### config.mk
export PLATFORM = sky130hd
export DESIGN_NAME = ace_cond
export DESIGN_NICKNAME = d
export VERILOG_FILES = /design/src/ace_pkg.sv /design/src/ace_cond.sv
export SDC_FILE = /design/constraint.sdc
export NUM_CORES = 1
export LEC_CHECK = 0
export ABC_AREA = 1
export BUFFER_PORTS_ARGS = -buffer_cell sky130_fd_sc_hd__buf_2
export CORE_ASPECT_RATIO = 0.75
export CORE_MARGIN = 2
export CORE_UTILIZATION = 30
export CTS_CLUSTER_DIAMETER = 200
export DETAILED_ROUTE_END_ITERATION = 10
export PLACE_DENSITY = 0.69
export SYNTH_ARGS = -nofsm -noshare
export SYNTH_HDL_FRONTEND = slang
export SYNTH_SLANG_ARGS = --single-unit
### constraint.sdc
create_clock -name clk_i -period 1.1 [get_ports clk_i]
set_input_delay 0.22 -clock clk_i [delete_from_list [all_inputs] [get_ports clk_i]]
set_output_delay 0.22 -clock clk_i [all_outputs]
set_load 0.01 [all_outputs]
### src/ace_pkg.sv
/*
  constants and types for the comparator event conditioning block.
  assumes a single 100 MHz system clock and a simple strobe register port.
*/
package ace_pkg;
  // register word offsets (byte addresses)
  localparam logic [7:0]  ACE_CTL_OFS        = 8'h00;
  localparam logic [7:0]  ACE_IRQ_STAT_OFS   = 8'h04;
  localparam logic [7:0]  ACE_IRQ_MASK_OFS   = 8'h08;
  localparam logic [7:0]  ACE_OUT_STAT_OFS   = 8'h0C;
  // control field positions
  localparam int          ACE_INV_BIT        = 1;
  localparam int          ACE_IRQ_SENSE_SELECT_LSB       = 2;
  localparam int          ACE_ISLV_BIT       = 4;
  localparam int          ACE_TRIGGER_SENSE_SELECT_LSB       = 5;
  localparam int          ACE_TSLV_BIT       = 7;
  localparam int          ACE_TGATE_BIT      = 11;
  localparam logic [31:0] ACE_CTL_WMASK      = 32'h0000_08FE;
  localparam logic [31:0] ACE_CTL_RESET      = 32'h0000_0000;
  // status bits: 0 comparator event, 1 trigger event
  localparam logic [1:0]  ACE_STAT_RESET     = 2'h0;
  // sense modes
  localparam logic [1:0]  ACE_SENSE_LEVEL    = 2'h0;
  localparam logic [1:0]  ACE_SENSE_FALL     = 2'h1;
  localparam logic [1:0]  ACE_SENSE_RISE     = 2'h2;
  localparam logic [1:0]  ACE_SENSE_BOTH     = 2'h3;

  typedef struct packed {
    logic        trigger_output_gate;
    logic        trigger_level_polarity;
    logic [1:0]  trigger_sense_select;
    logic        irq_level_polarity;
    logic [1:0]  irq_sense_select;
    logic        output_invert;
  } ace_ctl_type;

  typedef struct packed {
    logic [7:0]  addr;
    logic [31:0] wdata;
    logic        wr;
    logic        rd;
  } ace_bus_type;
endpackage

### src/ace_cond.sv
/*
  comparator output conditioning: invert, level/edge sense for interrupt and
  converter trigger, sticky status with mask, strobe register port.
  assumes the comparator output is already synchronous to clk_i.
*/
// Decided for this implementation: the address map and the address-and-strobe port.
`timescale 1ns/100ps

// Behaviour
// - trigger sense field bits 6:5, resets level
// - irq level mode follows polarity bit 4
// - irq sense field bits 3:2, resets level
// - invert bit 1 flips output before sensing
// - bit 0 reserved, reads zero
// - trigger level mode follows polarity bit 7
// - trigger gate bit 11 passes or suppresses
module ace_cond
  import ace_pkg::*;
(
  input  wire logic        clk_i,
  input  wire logic        rst_i,
  input  wire logic        cmp_out_i,
  input  wire logic [7:0]  addr_i,
  input  wire logic [31:0] wdata_i,
  input  wire logic        wr_i,
  input  wire logic        rd_i,
  output logic [31:0]      rdata_o,
  output logic             irq_o,
  output logic             cmp_event_o,
  output logic             adc_trigger_o
);

  ////////////////////////////////////////////////////////////////////////////
  function automatic logic sense_hit(input logic [1:0] mode, input logic pol,
                                     input logic cur, input logic prev);
    logic hit;
    hit = 1'b0;
    case (mode)
      ACE_SENSE_LEVEL: hit = (cur == pol);
      ACE_SENSE_FALL:  hit = prev & ~cur;
      ACE_SENSE_RISE:  hit = ~prev & cur;
      default:         hit = prev ^ cur;
    endcase
    return hit;
  endfunction

  // one decode serves reset and writes, so the reserved bits have no storage at all
  function automatic ace_ctl_type ctl_from_word(input logic [31:0] w);
    ace_ctl_type c;
    c                        = '0;
    c.output_invert          = w[ACE_INV_BIT];
    c.irq_sense_select       = w[ACE_IRQ_SENSE_SELECT_LSB +: 2];
    c.irq_level_polarity     = w[ACE_ISLV_BIT];
    c.trigger_sense_select   = w[ACE_TRIGGER_SENSE_SELECT_LSB +: 2];
    c.trigger_level_polarity = w[ACE_TSLV_BIT];
    c.trigger_output_gate    = w[ACE_TGATE_BIT];
    return c;
  endfunction

  ////////////////////////////////////////////////////////////////////////////
  ace_bus_type bus;
  ace_ctl_type ctl_reg, ctl_next;
  logic [1:0]  stat_reg, stat_next;
  logic [1:0]  mask_reg, mask_next;
  logic        samp_reg, samp_next;
  logic        prev_reg, prev_next;
  logic        cev_reg, cev_next;
  logic        trg_reg, trg_next;
  logic        irq_reg, irq_next;
  logic [31:0] rdata_reg, rdata_next;
  logic        cond;
  logic        irq_hit;
  logic        trg_hit;
  logic [31:0] ctl_word;

  assign bus      = '{addr: addr_i, wdata: wdata_i, wr: wr_i, rd: rd_i};
  assign cond     = cmp_out_i ^ ctl_reg.output_invert;
  assign irq_hit  = sense_hit(ctl_reg.irq_sense_select, ctl_reg.irq_level_polarity,
                              samp_reg, prev_reg);
  assign trg_hit  = sense_hit(ctl_reg.trigger_sense_select, ctl_reg.trigger_level_polarity,
                              samp_reg, prev_reg);

  // reserved bits, bit 0 included, read as zero
  always_comb begin
    ctl_word                        = 32'h0000_0000;
    ctl_word[ACE_INV_BIT]           = ctl_reg.output_invert;
    ctl_word[ACE_IRQ_SENSE_SELECT_LSB +: 2]     = ctl_reg.irq_sense_select;
    ctl_word[ACE_ISLV_BIT]          = ctl_reg.irq_level_polarity;
    ctl_word[ACE_TRIGGER_SENSE_SELECT_LSB +: 2]     = ctl_reg.trigger_sense_select;
    ctl_word[ACE_TSLV_BIT]          = ctl_reg.trigger_level_polarity;
    ctl_word[ACE_TGATE_BIT]         = ctl_reg.trigger_output_gate;
  end

  ////////////////////////////////////////////////////////////////////////////
  always_comb begin
    ctl_next   = ctl_reg;
    mask_next  = mask_reg;
    rdata_next = 32'h0000_0000;
    samp_next  = cond;
    prev_next  = samp_reg;
    cev_next   = irq_hit;
    trg_next   = trg_hit & ctl_reg.trigger_output_gate;
    stat_next  = stat_reg;
    if (bus.wr && bus.addr == ACE_CTL_OFS) begin
      ctl_next = ctl_from_word(bus.wdata);
    end else if (bus.wr && bus.addr == ACE_IRQ_STAT_OFS) begin
      stat_next = stat_reg & ~bus.wdata[1:0];
    end else if (bus.wr && bus.addr == ACE_IRQ_MASK_OFS) begin
      mask_next = bus.wdata[1:0];
    end
    // set after clear so a same-cycle event is never lost
    stat_next = stat_next | {trg_hit & ctl_reg.trigger_output_gate, irq_hit};
    if (bus.rd) begin
      if (bus.addr == ACE_CTL_OFS) begin
        rdata_next = ctl_word;
      end else if (bus.addr == ACE_IRQ_STAT_OFS) begin
        rdata_next = {30'h0000_0000, stat_reg};
      end else if (bus.addr == ACE_IRQ_MASK_OFS) begin
        rdata_next = {30'h0000_0000, mask_reg};
      end else if (bus.addr == ACE_OUT_STAT_OFS) begin
        rdata_next = {30'h0000_0000, samp_reg, 1'b0};
      end else begin
        rdata_next = 32'h0000_0000;
      end
    end
    irq_next = |(stat_next & mask_next);
  end

  always_ff @(posedge clk_i) begin
    if (rst_i) begin
      ctl_reg   <= ctl_from_word(ACE_CTL_RESET);
      stat_reg  <= ACE_STAT_RESET;
      mask_reg  <= ACE_STAT_RESET;
      samp_reg  <= 1'b0;
      prev_reg  <= 1'b0;
      cev_reg   <= 1'b0;
      trg_reg   <= 1'b0;
      irq_reg   <= 1'b0;
      rdata_reg <= 32'h0000_0000;
    end else begin
      ctl_reg   <= ctl_next;
      stat_reg  <= stat_next;
      mask_reg  <= mask_next;
      samp_reg  <= samp_next;
      prev_reg  <= prev_next;
      cev_reg   <= cev_next;
      trg_reg   <= trg_next;
      irq_reg   <= irq_next;
      rdata_reg <= rdata_next;
    end
  end

  assign rdata_o       = rdata_reg;
  assign irq_o         = irq_reg;
  assign cmp_event_o   = cev_reg;
  assign adc_trigger_o = trg_reg;

  ////////////////////////////////////////////////////////////////////////////
  property p_trg_rise;
    @(posedge clk_i) disable iff (rst_i)
      (!rst_i && ctl_reg.trigger_sense_select == ACE_SENSE_RISE && ctl_reg.trigger_output_gate
       && !prev_reg && samp_reg && $stable(ctl_reg)) |=> adc_trigger_o;
  endproperty
  a_trg_rise: assert property (p_trg_rise) else $error("rising trigger missed");

  property p_trg_fall;
    @(posedge clk_i) disable iff (rst_i)
      (!rst_i && ctl_reg.trigger_sense_select == ACE_SENSE_FALL && ctl_reg.trigger_output_gate
       && prev_reg && !samp_reg) |=> adc_trigger_o;
  endproperty
  a_trg_fall: assert property (p_trg_fall) else $error("falling trigger missed");

  // the sampled reset in the antecedent keeps the release edge, where registers still hold reset values, out
  property p_irq_level;
    @(posedge clk_i) disable iff (rst_i)
      (!rst_i && ctl_reg.irq_sense_select == ACE_SENSE_LEVEL)
      |=> (cmp_event_o == ($past(samp_reg) == $past(ctl_reg.irq_level_polarity)));
  endproperty
  a_irq_level: assert property (p_irq_level) else $error("irq level sense wrong");

  property p_irq_fall;
    @(posedge clk_i) disable iff (rst_i)
      (ctl_reg.irq_sense_select == ACE_SENSE_FALL && !(prev_reg && !samp_reg)) |=> !cmp_event_o;
  endproperty
  a_irq_fall: assert property (p_irq_fall) else $error("falling irq without edge");

  property p_irq_rise;
    @(posedge clk_i) disable iff (rst_i)
      (!rst_i && ctl_reg.irq_sense_select == ACE_SENSE_RISE && !prev_reg && samp_reg) |=> cmp_event_o;
  endproperty
  a_irq_rise: assert property (p_irq_rise) else $error("rising irq missed");

  property p_invert;
    @(posedge clk_i) disable iff (rst_i)
      !rst_i |=> (samp_reg == ($past(cmp_out_i) ^ $past(ctl_reg.output_invert)));
  endproperty
  a_invert: assert property (p_invert) else $error("invert not applied");

  property p_rsvd;
    @(posedge clk_i) disable iff (rst_i)
      (bus.rd && bus.addr == ACE_CTL_OFS) |=> (rdata_o[0] == 1'b0 && rdata_o[31:12] == 20'h0_0000);
  endproperty
  a_rsvd: assert property (p_rsvd) else $error("reserved bit read nonzero");

  property p_trg_level;
    @(posedge clk_i) disable iff (rst_i)
      (!rst_i && ctl_reg.trigger_sense_select == ACE_SENSE_LEVEL && ctl_reg.trigger_output_gate)
      |=> (adc_trigger_o == ($past(samp_reg) == $past(ctl_reg.trigger_level_polarity)));
  endproperty
  a_trg_level: assert property (p_trg_level) else $error("trigger level sense wrong");

  property p_gate;
    @(posedge clk_i) disable iff (rst_i)
      !ctl_reg.trigger_output_gate |=> !adc_trigger_o;
  endproperty
  a_gate: assert property (p_gate) else $error("trigger passed while gated");

  // no change between the two samples means no edge, so a held input gives a single pulse
  property p_edge_pulse;
    @(posedge clk_i) disable iff (rst_i)
      (!rst_i && ctl_reg.irq_sense_select == ACE_SENSE_BOTH && samp_reg == prev_reg) |=> !cmp_event_o;
  endproperty
  a_edge_pulse: assert property (p_edge_pulse) else $error("edge event not one cycle");

  property p_trg_once;
    @(posedge clk_i) disable iff (rst_i)
      (ctl_reg.trigger_sense_select != ACE_SENSE_LEVEL && samp_reg == prev_reg) |=> !adc_trigger_o;
  endproperty
  a_trg_once: assert property (p_trg_once) else $error("trigger edge event without edge");

endmodule // ace_cond

==> flow_summary.json <==
{
  "place_hpwl_um": 1993,
  "cts_tree": "yes",
  "violations": "setup timing",
  "internal_power_uw": 1350,
  "synthSimpleGateAreaFrac_pct": 23.40,
  "worst_r2r_endpoint": "irq_o",
  "rows": 20,
  "min_to": "prev_next",
  "p_leak_uw": 0.0007587,
  "drt_iter0_markers": 98,
  "place_ws_ns": -0.1622,
  "antenna_found_initial": 0,
  "yosysWarnings": 0,
  "syn_to_final_growth_pct": 21.75,
  "clk_pin_slew_worst_paths_ns": 0.09,
  "required_ns": 1.26,
  "dieHeight_um": 60.76,
  "p_clk_share_pct": 34.3,
  "gp_congestion": 0.8481,
  "skew_ns": 0.002354,
  "hold_violations": 0,
  "crit_type": "reg2reg",
  "status": "complete, but fails checks",
  "finalCriticalPeriod_ns": 1.204,
  "max_cap_viol_count": 0,
  "seq_area_um2": 525.5,
  "ys_seq_area_share_pct": 40.39,
  "mostFrequentLayoutCells": "33 x buf_2, 24 x nand2_1, 24 x dfxtp_1",
  "final_nets": 261,
  "largest_reg_flops": 9,
  "rr_startpoint": "prev_reg",
  "cts_made_buffers": 3,
  "p_seq_share_pct": 54.3,
  "netSwitchingFraction_pct": 23.40,
  "dp.cells": 264,
  "hold_path.class": "in2reg",
  "synth_top_family_by_area": "simple AND/OR/NAND/NOR gates",
  "path_max_fanout": 2,
  "min_path_cells": 3,
  "fp.dieW_um": 79.68,
  "syn_inst": 171,
  "r2r_cells": 9,
  "clock_latency_ns": 0.27,
  "avgSynthCellArea_um2": 7.536,
  "vdd_drop_max_mv": 0.4016,
  "grt_max_degree": 17,
  "cts_hold_buf": 0,
  "wirelength_um": 2530,
  "synth-compound-area-share_pct": 10.19,
  "cp.arrival_ns": 1.37,
  "grt_pass1_wl_um": 4264,
  "ys_types": 24,
  "fin_crit_sh_pct": 109.5,
  "layout_commonest_cell": "buf_2",
  "grtUsageTotal_pct": 11.33,
  "worstSetupStartpoint": "prev_reg",
  "clock_sinks": 26,
  "syn_area_mm2": 0.001289,
  "p_switching_uw": 412.5,
  "cts_root_buffer": "clkbuf_8",
  "holdCritStartpoint": "cmp_out_i",
  "num_vias": 1056,
  "end_kind": "flop",
  "drc": 0,
  "drv_slew": 0,
  "finalSetupViolCount": 3,
  "routed_via_density": 3.940,
  "io_pins": 80,
  "yosys.area_share.adder_pct": 1.942,
  "cp-start-kind": "flop",
  "power_frac_comb_pct": 11.4,
  "fillCellCount": 429,
  "core_area_mm2": 0.004079,
  "power_density_mw_per_mm2": 1123,
  "port_buffers": 33,
  "htreeDepth": 1,
  "reg2reg_slack_ns": -0.10,
  "multi_input_area_um2": 596.8,
  "synthMuxAreaShare_pct": 0,
  "die_area_mm2": 0.004841,
  "ys_seq_elements": 26,
  "drive_above_1_share_pct": 31.46,
  "detail_route.wl_per_cell_um": 9.440,
  "clock_path_buffers": 2,
  "final_cells": 268,
  "synthXorXnorAreaFrac_pct": 1.359,
  "rsz0062_at_grt": "yes",
  "start_util_pct": 31.60,
  "first_pass_iters": 4,
  "grt_pass1_vias": 984,
  "max_freq_mhz": 830.4,
  "setup_slack_ns": -0.1043,
  "route.antenna.remaining_nets": 0,
  "n_antenna_cell": 0,
  "overflow": 0
}
==> critical path, cell delays in order, from the launching register on <==
cell and delay (ns):
dfxtp_2 0.36, inv_2 0.05, ha_4 0.26, nor2_2 0.03
o21ai_1 0.12, inv_1 0.06, nand2_2 0.07, nand2_2 0.05
nand2_1 0.05, nand2_1 0.06
==> logic make-up (layout without fill, tap and decap cells) <==
kind of cell    count (synthesis)  in the layout
compound gates                 25             25
other cells                     1             23
flops                          26             26
xor+xnor                        2              2
buf+inv                        50             70
simple gates                   65             65
fa+ha+maj                       2              2
==> worst max-delay path by stage <==
stage	to	slack [ns]	cells past startpoint
floorplan	irq_o	-0.007	6
global placement	irq_o	-0.17	9
detailed placement	irq_o	-0.16	9
CTS	irq_o	-0.11	9
global route	irq_o	-0.18	9
finish	irq_o	-0.10	9
==> repair_timing <==
item	4_1_cts	5_1_grt
hold endpoints to repair	0	0
pin swaps	3	5
setup buffers	0	0
gates resized for setup	9	2
endpoints found under the setup margin	5	5
==> layer usage <==
metal / up-vias / part of all wire (%) / GRT usage [%]
met5: - / 0 / 0
li1: 566 / - / -
met3: 2 / 5.2 / 3.125
met2: 27 / 47 / 19.57
met4: 0 / 0.63 / 3.695
met1: 461 / 47 / 13.94
==> cell type report <==
| type | instances | share of cell area, % |
|---|---|---|
| Tap cell | 55 | 4.386 |
| Inverter | 24 | 5.742 |
| Sequential cell | 26 | 33.49 |
| Timing Repair Buffer | 42 | 14.83 |
| Clock buffer | 4 | 3.509 |
| Multi-Input combinational cell | 117 | 38.04 |
==> Yosys cell counts <==
master    instances  area [um^2]
nand3_1           9        45.04
buf_6             1        11.26
xor2_1            1        8.760
nand2_1          26        97.59
nor2_2            1        6.260
nor2_1           21        78.83
nand3_2           2        20.02
nand2_4           1        11.26
nor2_4            2        22.52
xnor2_1           1        8.760
buf_4            25        187.7
conb_1            1        3.750
dfxtp_1          26        520.5
a21oi_1          12        60.06
nand2_2           1        6.260
o21ai_1           2        10.01
o21ai_2           1        8.760
a21boi_1          1        7.510
nand4_1           1        6.260
nand3b_1          1        7.510
inv_1            23        86.33
inv_2             1        3.750
ha_1              2        25.02
o21ai_0           9        45.04
==> metrics by stage <==
stage	cell area, um^2	hold WS (ns)	util [%]	total power [uW]	TNS, ns
final	1569	0.2021	38.47	1762	-0.1668
after global routing	1569	0.1925	38.47	1842	-0.4910
after CTS	1563	0.1939	38.31	1778	-0.1502
after detailed placement	1481	0.4576	36.32	1168	-1.648
after global placement	1481	0.4529	36.32	1164	-1.489
after floorplan	1379	0.3567	-	1146	-0.006952
==> power groups by stage <==
stage | Clock [uW] | Sequential, uW | Combinational (uW)
6_report | 604 | 958 | 201
3_5_place_dp | 0 | 980 | 188
3_3_place_gp | 0 | 980 | 184
4_1_cts | 624 | 958 | 196
2_1_floorplan | 0 | 981 | 165
5_1_grt | 660 | 959 | 223
Power figures use the tool's default switching activity.
